===== src/ccs_regs.vh =====
// Register map, field positions, reset values and timing constants of the colour sensor control
`ifndef CCS_REGS_VH
`define CCS_REGS_VH
// ****************************************************************
// Register addresses
// ****************************************************************
`define CCS_ADDR_FUNC_CTRL 5'h00
`define CCS_ADDR_INTEG_TIME 5'h01
`define CCS_ADDR_WAIT_TIME 5'h03
`define CCS_ADDR_LOW_THR_LO 5'h04
`define CCS_ADDR_LOW_THR_HI 5'h05
`define CCS_ADDR_HIGH_THR_LO 5'h06
`define CCS_ADDR_HIGH_THR_HI 5'h07
`define CCS_ADDR_INT_FILTER 5'h0c
`define CCS_ADDR_WAIT_CONFIG 5'h0d
`define CCS_ADDR_STATUS 5'h13
`define CCS_ADDR_CLEAR_LO 5'h14
`define CCS_ADDR_CLEAR_HI 5'h15
// ****************************************************************
// Field positions
// ****************************************************************
`define CCS_BIT_OSC_ON 0
`define CCS_BIT_MEASURE_ON 1
`define CCS_BIT_WAIT_ON 3
`define CCS_BIT_IRQ_ALLOW 4
`define CCS_BIT_WAIT_X12 1
`define CCS_BIT_RESULT_VALID 0
`define CCS_BIT_IRQ_FLAG 4
`define CCS_FUNC_CTRL_MASK 8'h1b
`define CCS_WAIT_CONFIG_MASK 8'h02
`define CCS_FILTER_MASK 8'h0f
// ****************************************************************
// Reset values and command codes
// ****************************************************************
`define CCS_RST_FUNC_CTRL 8'h00
`define CCS_RST_INTEG_TIME 8'hff
`define CCS_RST_WAIT_TIME 8'hff
`define CCS_RST_ZERO 8'h00
`define CCS_SF_IRQ_CLEAR 5'h06
// ****************************************************************
// Timing
// ****************************************************************
`define CCS_CLOCK_HZ 250000000
`define CCS_STEP_US 2400
`define CCS_STEP_CYCLES ((`CCS_CLOCK_HZ / 1000000) * `CCS_STEP_US)
`define CCS_LONG_FACTOR 12
`define CCS_LONG_LAST 4'hb
`define CCS_COUNTS_PER_STEP 19'h00400
`define CCS_MAX_COUNT 17'h0ffff
`endif


===== src/ccs_step_timer.v =====
// Step timer: emits one pulse per step of a programmable number of clock cycles
module ccs_step_timer #(
   parameter STEP_CYCLES = 600000,
   parameter WIDTH = 24
) (
   input wire clock,
   input wire rst,
   input wire clock_en,
   input wire run,
   output reg step_done
);
   reg [WIDTH-1:0] count;
   // ****************************************************************
   // Counter restarts whenever run drops
   // ****************************************************************
   always @(posedge clock or posedge rst) begin
      if (rst) begin
         count <= {WIDTH{1'b0}};
         step_done <= 1'b0;
      end else if (clock_en) begin
         step_done <= 1'b0;
         if (!run) begin
            count <= {WIDTH{1'b0}};
         end else if (count == STEP_CYCLES[WIDTH-1:0] - 1'b1) begin
            count <= {WIDTH{1'b0}};
            step_done <= 1'b1;
         end else begin
            count <= count + 1'b1;
         end
      end
   end
endmodule


===== src/ccs_ctrl.v =====
// Colour sensor sequencing, threshold filter and register file
// How it works
// - Oscillator bit gates all timers and conversions
// - Measure bit enables colour measurement
// - Wait bit inserts wait period between measurements
// - Interrupt allow bit gates interrupt raising
// - First measurement starts one step after power-on
// - Integration lasts 256 minus setting steps
// - Result full scale steps times 1024, saturating
// - Wait lasts 256 minus setting steps
// - Long-wait bit makes wait steps twelve times longer
// - Clear result outside thresholds counts out-of-range
// - Thresholds built from byte pairs at 0x04-0x07
// - Filter code zero interrupts every cycle
// - Filter code N below 4 needs N consecutive out-of-range results, codes 4 to 15 need 5*(N-3)
// - Clear command code 00110 drops pending interrupt
// - Status bit zero flags completed integration
`include "ccs_regs.vh"
module ccs_ctrl #(
   parameter STEP_CYCLES = `CCS_STEP_CYCLES
) (
   input wire clock,
   input wire rst,
   input wire clock_en,
   input wire reg_wr,
   input wire [4:0] reg_addr,
   input wire [7:0] reg_wdata,
   output reg [7:0] reg_rdata,
   input wire sf_cmd,
   input wire [4:0] sf_code,
   input wire [15:0] clear_sample,
   output reg [15:0] clear_result,
   output reg irq,
   output wire osc_running,
   output wire integrating
);
   // ****************************************************************
   // States
   // ****************************************************************
   localparam ST_OFF = 2'd0;
   localparam ST_WARM = 2'd1;
   localparam ST_INTEG = 2'd2;
   localparam ST_WAIT = 2'd3;
   localparam [5:0] FILTER_TOP = 6'h3f; // Filter count saturation

   // Register file
   reg [7:0] function_control;
   reg [7:0] integration_time;
   reg [7:0] wait_time;
   reg [7:0] low_threshold_lower_byte;
   reg [7:0] low_threshold_upper_byte;
   reg [7:0] high_threshold_lower_byte;
   reg [7:0] high_threshold_upper_byte;
   reg [7:0] interrupt_filter;
   reg [7:0] wait_config;
   // Sequencer and filter state
   reg [1:0] state;
   reg [1:0] next_state;
   reg [8:0] steps;
   reg [3:0] sub_step;
   reg [5:0] out_count;
   reg [5:0] next_out_count;
   reg result_valid;
   reg next_irq;
   reg step_run;
   // Decoded fields and datapath
   wire step_pulse;
   wire oscillator_on;
   wire measure_on;
   wire wait_on;
   wire irq_allow;
   wire wait_x12;
   wire [15:0] low_thr;
   wire [15:0] high_thr;
   wire out_of_range;
   wire [5:0] need;
   wire wait_tick;
   wire integ_end;
   wire wait_end;
   wire irq_clear;
   wire [16:0] full_scale;
   wire [15:0] sat_sample;

   // Steps of a period for a two's complement setting
   function [8:0] period_steps;
      input [7:0] setting;
      begin
         period_steps = 9'h100 - {1'b0, setting};
      end
   endfunction

   // Required consecutive out-of-range count for a filter code
   function [5:0] filter_need;
      input [3:0] code;
      begin
         if (code < 4'h4) begin
            filter_need = {2'b00, code};
         end else begin
            filter_need = 6'd5 * ({2'b00, code} - 6'd3);
         end
      end
   endfunction

   // Saturated full scale; 19 bits so 256 steps cannot wrap to zero
   function [16:0] scale_limit;
      input [7:0] setting;
      reg [18:0] raw;
      begin
         raw = {10'h000, period_steps(setting)} * `CCS_COUNTS_PER_STEP;
         if (raw > {2'b00, `CCS_MAX_COUNT}) begin
            scale_limit = `CCS_MAX_COUNT;
         end else begin
            scale_limit = raw[16:0];
         end
      end
   endfunction

   assign oscillator_on = function_control[`CCS_BIT_OSC_ON];
   assign measure_on = function_control[`CCS_BIT_MEASURE_ON];
   assign wait_on = function_control[`CCS_BIT_WAIT_ON];
   assign irq_allow = function_control[`CCS_BIT_IRQ_ALLOW];
   assign wait_x12 = wait_config[`CCS_BIT_WAIT_X12];
   assign low_thr = {low_threshold_upper_byte, low_threshold_lower_byte};
   assign high_thr = {high_threshold_upper_byte, high_threshold_lower_byte};
   assign need = filter_need(interrupt_filter[3:0]);
   assign osc_running = oscillator_on;
   assign integrating = (state == ST_INTEG);
   assign irq_clear = sf_cmd && (sf_code == `CCS_SF_IRQ_CLEAR);

   // ****************************************************************
   // Step timer
   // ****************************************************************
   ccs_step_timer #(
      .STEP_CYCLES(STEP_CYCLES),
      .WIDTH(24)
   ) u_step (
      .clock(clock),
      .rst(rst),
      .clock_en(clock_en),
      .run(step_run),
      .step_done(step_pulse)
   );

   // Timer runs only with oscillator on and sequencing active
   always @* begin
      step_run = oscillator_on && (state != ST_OFF);
   end

   // Long wait divides step pulses by twelve
   assign wait_tick = step_pulse && (!wait_x12 ||
      (sub_step == `CCS_LONG_LAST));
   assign integ_end = (state == ST_INTEG) && step_pulse && (steps == 9'd1);
   assign wait_end = (state == ST_WAIT) && wait_tick && (steps == 9'd1);

   // Saturated full scale of the running integration
   assign full_scale = scale_limit(integration_time);
   assign sat_sample = ({1'b0, clear_sample} > full_scale) ? full_scale[15:0] :
      clear_sample;
   assign out_of_range = (sat_sample < low_thr) || (sat_sample > high_thr);

   // ****************************************************************
   // Sequencer
   // ****************************************************************
   always @* begin
      next_state = state;
      case (state)
         ST_OFF: begin
            if (oscillator_on) begin
               next_state = ST_WARM;
            end
         end
         ST_WARM: begin
            if (step_pulse && measure_on) begin
               next_state = ST_INTEG;
            end
         end
         ST_INTEG: begin
            if (!measure_on) begin
               next_state = ST_WARM;
            end else if (integ_end) begin
               next_state = wait_on ? ST_WAIT : ST_INTEG;
            end
         end
         default: begin
            if (!measure_on) begin
               next_state = ST_WARM;
            end else if (wait_end || !wait_on) begin
               next_state = ST_INTEG;
            end
         end
      endcase
      if (!oscillator_on) begin
         next_state = ST_OFF;
      end
   end

   // State, step counts and sub-step divider
   always @(posedge clock or posedge rst) begin
      if (rst) begin
         state <= ST_OFF;
         steps <= 9'd0;
         sub_step <= 4'd0;
      end else if (clock_en) begin
         state <= next_state;
         if (next_state == ST_INTEG && state != ST_INTEG) begin
            steps <= period_steps(integration_time);
         end else if (next_state == ST_INTEG && integ_end) begin
            steps <= period_steps(integration_time);
         end else if (next_state == ST_WAIT && state != ST_WAIT) begin
            steps <= period_steps(wait_time);
            sub_step <= 4'd0;
         end else if (state == ST_INTEG && step_pulse) begin
            steps <= steps - 9'd1;
         end else if (state == ST_WAIT && step_pulse) begin
            if (wait_tick) begin
               steps <= steps - 9'd1;
               sub_step <= 4'd0;
            end else begin
               sub_step <= sub_step + 4'd1;
            end
         end
      end
   end

   // ****************************************************************
   // Result, filter and interrupt
   // ****************************************************************
   // Filter count and interrupt level for the coming edge
   always @* begin
      next_out_count = out_count;
      next_irq = irq;
      if (integ_end) begin
         if (!out_of_range) begin
            next_out_count = 6'd0;
         end else if (out_count != FILTER_TOP) begin
            next_out_count = out_count + 6'd1;
         end
      end
      // Raise wins over a clear; 7-bit sum so a full count still raises
      if (integ_end && irq_allow && ((need == 6'd0) ||
          (out_of_range && ({1'b0, out_count} + 7'd1 >= {1'b0, need})))) begin
         next_irq = 1'b1;
      end else if (irq_clear) begin
         next_irq = 1'b0;
      end
   end

   // Result register, valid flag, filter count and interrupt level
   always @(posedge clock or posedge rst) begin
      if (rst) begin
         clear_result <= 16'h0000;
         result_valid <= 1'b0;
         out_count <= 6'd0;
         irq <= 1'b0;
      end else if (clock_en) begin
         out_count <= next_out_count;
         irq <= next_irq;
         if (integ_end) begin
            clear_result <= sat_sample;
            result_valid <= 1'b1;
         end else if (!oscillator_on) begin
            result_valid <= 1'b0;
         end
      end
   end

   // ****************************************************************
   // Register writes
   // ****************************************************************
   always @(posedge clock or posedge rst) begin
      if (rst) begin
         function_control <= `CCS_RST_FUNC_CTRL;
         integration_time <= `CCS_RST_INTEG_TIME;
         wait_time <= `CCS_RST_WAIT_TIME;
         low_threshold_lower_byte <= `CCS_RST_ZERO;
         low_threshold_upper_byte <= `CCS_RST_ZERO;
         high_threshold_lower_byte <= `CCS_RST_ZERO;
         high_threshold_upper_byte <= `CCS_RST_ZERO;
         interrupt_filter <= `CCS_RST_ZERO;
         wait_config <= `CCS_RST_ZERO;
      end else if (clock_en && reg_wr) begin
         if (reg_addr == `CCS_ADDR_FUNC_CTRL) begin
            function_control <= reg_wdata & `CCS_FUNC_CTRL_MASK;
         end else if (reg_addr == `CCS_ADDR_INTEG_TIME) begin
            integration_time <= reg_wdata;
         end else if (reg_addr == `CCS_ADDR_WAIT_TIME) begin
            wait_time <= reg_wdata;
         end else if (reg_addr == `CCS_ADDR_LOW_THR_LO) begin
            low_threshold_lower_byte <= reg_wdata;
         end else if (reg_addr == `CCS_ADDR_LOW_THR_HI) begin
            low_threshold_upper_byte <= reg_wdata;
         end else if (reg_addr == `CCS_ADDR_HIGH_THR_LO) begin
            high_threshold_lower_byte <= reg_wdata;
         end else if (reg_addr == `CCS_ADDR_HIGH_THR_HI) begin
            high_threshold_upper_byte <= reg_wdata;
         end else if (reg_addr == `CCS_ADDR_INT_FILTER) begin
            interrupt_filter <= reg_wdata & `CCS_FILTER_MASK;
         end else if (reg_addr == `CCS_ADDR_WAIT_CONFIG) begin
            wait_config <= reg_wdata & `CCS_WAIT_CONFIG_MASK;
         end
      end
   end

   // ****************************************************************
   // Register reads (registered)
   // ****************************************************************
   always @(posedge clock or posedge rst) begin
      if (rst) begin
         reg_rdata <= 8'h00;
      end else if (clock_en) begin
         if (reg_addr == `CCS_ADDR_FUNC_CTRL) begin
            reg_rdata <= function_control;
         end else if (reg_addr == `CCS_ADDR_INTEG_TIME) begin
            reg_rdata <= integration_time;
         end else if (reg_addr == `CCS_ADDR_WAIT_TIME) begin
            reg_rdata <= wait_time;
         end else if (reg_addr == `CCS_ADDR_LOW_THR_LO) begin
            reg_rdata <= low_threshold_lower_byte;
         end else if (reg_addr == `CCS_ADDR_LOW_THR_HI) begin
            reg_rdata <= low_threshold_upper_byte;
         end else if (reg_addr == `CCS_ADDR_HIGH_THR_LO) begin
            reg_rdata <= high_threshold_lower_byte;
         end else if (reg_addr == `CCS_ADDR_HIGH_THR_HI) begin
            reg_rdata <= high_threshold_upper_byte;
         end else if (reg_addr == `CCS_ADDR_INT_FILTER) begin
            reg_rdata <= interrupt_filter;
         end else if (reg_addr == `CCS_ADDR_WAIT_CONFIG) begin
            reg_rdata <= wait_config;
         end else if (reg_addr == `CCS_ADDR_STATUS) begin
            reg_rdata <= {3'b000, irq, 3'b000, result_valid};
         end else if (reg_addr == `CCS_ADDR_CLEAR_LO) begin
            reg_rdata <= clear_result[7:0];
         end else if (reg_addr == `CCS_ADDR_CLEAR_HI) begin
            reg_rdata <= clear_result[15:8];
         end else begin
            reg_rdata <= 8'h00;
         end
      end
   end
endmodule


===== config.mk =====
export PLATFORM = sky130hd
export DESIGN_NAME = ccs_ctrl
export DESIGN_NICKNAME = d
export VERILOG_FILES = /design/src/ccs_step_timer.v /design/src/ccs_ctrl.v
export VERILOG_INCLUDE_DIRS = /design/src
export SDC_FILE = /design/constraint.sdc
export NUM_CORES = 1
export LEC_CHECK = 0
export ABC_AREA = 1
export BUFFER_PORTS_ARGS = -buffer_cell sky130_fd_sc_hd__buf_2
export CAP_MARGIN = 20
export CORE_UTILIZATION = 46
export CTS_BUF_LIST = sky130_fd_sc_hd__clkbuf_16
export CTS_CLUSTER_DIAMETER = 120
export CTS_CLUSTER_SIZE = 12
export DETAILED_ROUTE_END_ITERATION = 8
export SETUP_SLACK_MARGIN = 0.05
export SLEW_MARGIN = 20
export SYNTH_ARGS = -nofsm -noshare
export SYNTH_HDL_FRONTEND = slang
export SYNTH_SLANG_ARGS = --single-unit
export TNS_END_PERCENT = 5

===== constraint.sdc =====
create_clock -name clock -period 7.9 [get_ports clock]
set_clock_uncertainty 0.05 [all_clocks]
set_input_delay 0 -clock clock [delete_from_list [all_inputs] [get_ports clock]]
set_output_delay 0 -clock clock [all_outputs]
set_load 0.03 [all_outputs]

==> results.toml <==
[status]
run_status = "completed"

[cts]
clock_sinks = 129
clk_pin_slew_ns = 0.06
clk_latency_ns = 0.43
numCtsBuffers = 17
cts_setup_buffers = 0
htreeDepth = 4
clk_path_buf_depth = 2
cts_tree = "built"
root_buffer = "clkbuf_16"
cts_resized = 0

[detailed_routing]
routed_wl_um = 23800
vias = 7521
drtAntennaViolNets = 0
drtPass1Iterations = 5
via_per_inst = 5.36
routedWlPerCell_um = 17.0
drtIter0Drc = 524
drcViolationCount = 0

[logic_synthesis]
synthesis.area_um2 = 8280
syn-num-nets = 1182
synth-seq-cells = 129
synthFlopType = "dfrtp_1"
synthTopCellsByArea = "dfrtp_1 34%, nand2_1 11%, ha_1 9.8%"
seq_area_frac_synth = 0.392
synth.avg_cell_area_um2 = 7.69
yosys.area.top_type_share = 0.341
synth_top_area_cell = "dfrtp_1"
async_reset_ff_frac = 1.00
synth-edff-count = 0
synthCells = 1077
yosysWarnings = 0
synth.distinct_cells = 50

[pwr]
p_sw_uw = 726
power_frac_comb = 0.263
ir_drop_v = 0.000142
seqPwrFrac = 0.363
swShare = 0.338
cellPowerDensity_nw_per_um2 = 223
p_clk_frac = 0.374
leakage_uw = 0.00454
p_int_uw = 1420

[sta]
final-max-slew-violation-count = 0
fin_crit_sh = 0.673
period_needed_ns = 5.31
setup_viol = 0
fmax_mhz = 188
hold_viol = 0
maxSlewHeadroom = 0.322
timing.hold.ws_ns = 0.00538
rsz0062_at_grt = "false"
tightest_slew_ns = 1.01
tns_ns = 0

[global_routing]
grt_overflow_total = 0
grt_first_pass_wirelength_um = 38400
grt_max_degree = 70
grt_pass1_vias = 7193
grt_antenna_before_repair = 0
grt_usage = 0.276

[floorplanning]
pin_count = 66
row_count = 48
die_area_um2 = 18600
die_h_um = 136
coreArea_um2 = 17400
start_util = 0.476
fp.dieW_um = 136

[setup_path]
critical_path_required_ns = 8.22
worstPathMaxFanout = 17
end_kind = "register"
cp.arrival_ns = 5.63
startpoint_type = "register"
max_stage_delay_ns = 0.57
slowest_stage = "dfstp_2"
cp_common_cell = "nand2_1"
criticalPathCategory = "reg2reg"

[job]
cap_viol_max_count = 0

[finish]
syn_to_final_growth_pct = 16.3
antenna_cells = 0
final_cell_area_um2 = 9640
drive_gt1_frac = 0.116
fin_nets = 1269
layout_commonest_cell = "nand2_1"
final_cell_mix = "236 x nand2_1, 160 x inv_1, 135 x o21ai_0"

[min_path]
worstHoldPathType = "in2reg"

[placement]
placed_area_um2 = 8820
place_hpwl_um = 18100
place.gp.congestion = 0.902
portBuffers = 65
-- state kept, by name (all words and copies together) (netlist names), 4 cells and up --
name                       count
clear_result                  16
function_control               4
high_threshold_lower_byte      8
high_threshold_upper_byte      8
integration_time               8
interrupt_filter               4
low_threshold_lower_byte       8
low_threshold_upper_byte       8
out_count                      6
reg_rdata                      8
steps                          9
sub_step                       4
u_step.count                  24
wait_time                      8
-- synthesized netlist by cell type, types with 6 or more instances --
cell type and number:
o221ai_1 7, dfrtp_1 113, nand2_2 6, o211ai_1 16
nor4_1 7, o21ai_0 135, xor2_1 24, nand2_1 236
a21oi_1 54, dfstp_2 16, nand4_1 18, clkbuf_1 19
nor2_1 77, nor3b_1 6, nand3_1 30, o22ai_1 6
nor3_1 26, ha_1 65, inv_1 160
-- repair_timing --
action | in CTS | in global routing
hold endpoints to repair | 107 | 0
endpoints found under the setup margin | 0 | 0
hold buffers | 21 | 0
-- power groups by stage --
stage	logic, uW	registers, uW	clock network [uW]
2_1_floorplan	383	786	0
6_report	565	778	803
3_3_place_gp	543	788	0
3_5_place_dp	550	788	0
5_1_grt	649	786	845
4_1_cts	564	777	814
-- critical path, delay by kind of cell, from the launching register on --
kind	cells	cell delay (ns)
AOI/OAI and AO/OA	5	1.01
adders and majority gates	3	0.93
buffers and inverters	4	0.76
DFF	1	0.57
and+or+nand+nor	16	1.96
-- kinds of logic (layout without fill, tap and decap cells) --
kind of cell | after synthesis | in the layout | synth area share
DFF | 129 | 129 | 0.392
buffers and inverters | 182 | 282 | 0.0829
adders and majority gates | 66 | 66 | 0.101
AOI/OAI and AO/OA | 250 | 250 | 0.172
and+or+nand+nor | 421 | 421 | 0.222
xor gates and xnor gates | 29 | 29 | 0.0307
-- per-stage QoR --
| step | cells | setup slack, ns | util | power [uW] |
|---|---|---|---|---|
| floorplan | 1077 | 3.55 | - | 1170 |
| global placement | 1348 | 2.72 | 0.507 | 1330 |
| detailed placement | 1348 | 2.59 | 0.507 | 1340 |
| CTS | 1401 | 2.59 | 0.553 | 2160 |
| global route | 1402 | 1.95 | 0.553 | 2280 |
| finish | 1402 | 2.59 | 0.553 | 2150 |
-- path summary, 6_finish.rpt --
check                                     from         endpoint  slack, ns  cells past startpoint
setup / recovery           integration_time[0]     out_count[0]       2.59                     28
hold / removal                 clear_sample[4]  clear_result[4]      0.005                      3
setup reg to reg           integration_time[0]     out_count[0]       2.59                     28
hold reg to reg                   reg_rdata[6]     reg_rdata[6]       0.42                      2
max in group asynchronous                  rst         steps[2]       6.34                      4
min in group asynchronous                  rst     out_count[2]       0.14                      3
-- routing by layer --
layer  track usage  up-vias  wire length, um
met5             0        -                0
met4        0.0858        0              344
met3        0.0429       26              936
met2         0.452      186            11400
met1         0.373     3520            11100
li1              -     3789                -
-- layout make-up --
class	instances	area, um2
timing repair buffer	88	551
multi-input combinational	766	4350
fill	1690	7780
clock inverter	15	168
clock buffer	17	425
sequential	129	3250
tap	225	282
inverter	162	613
Note: power is estimated with default switching activity, not from simulation.
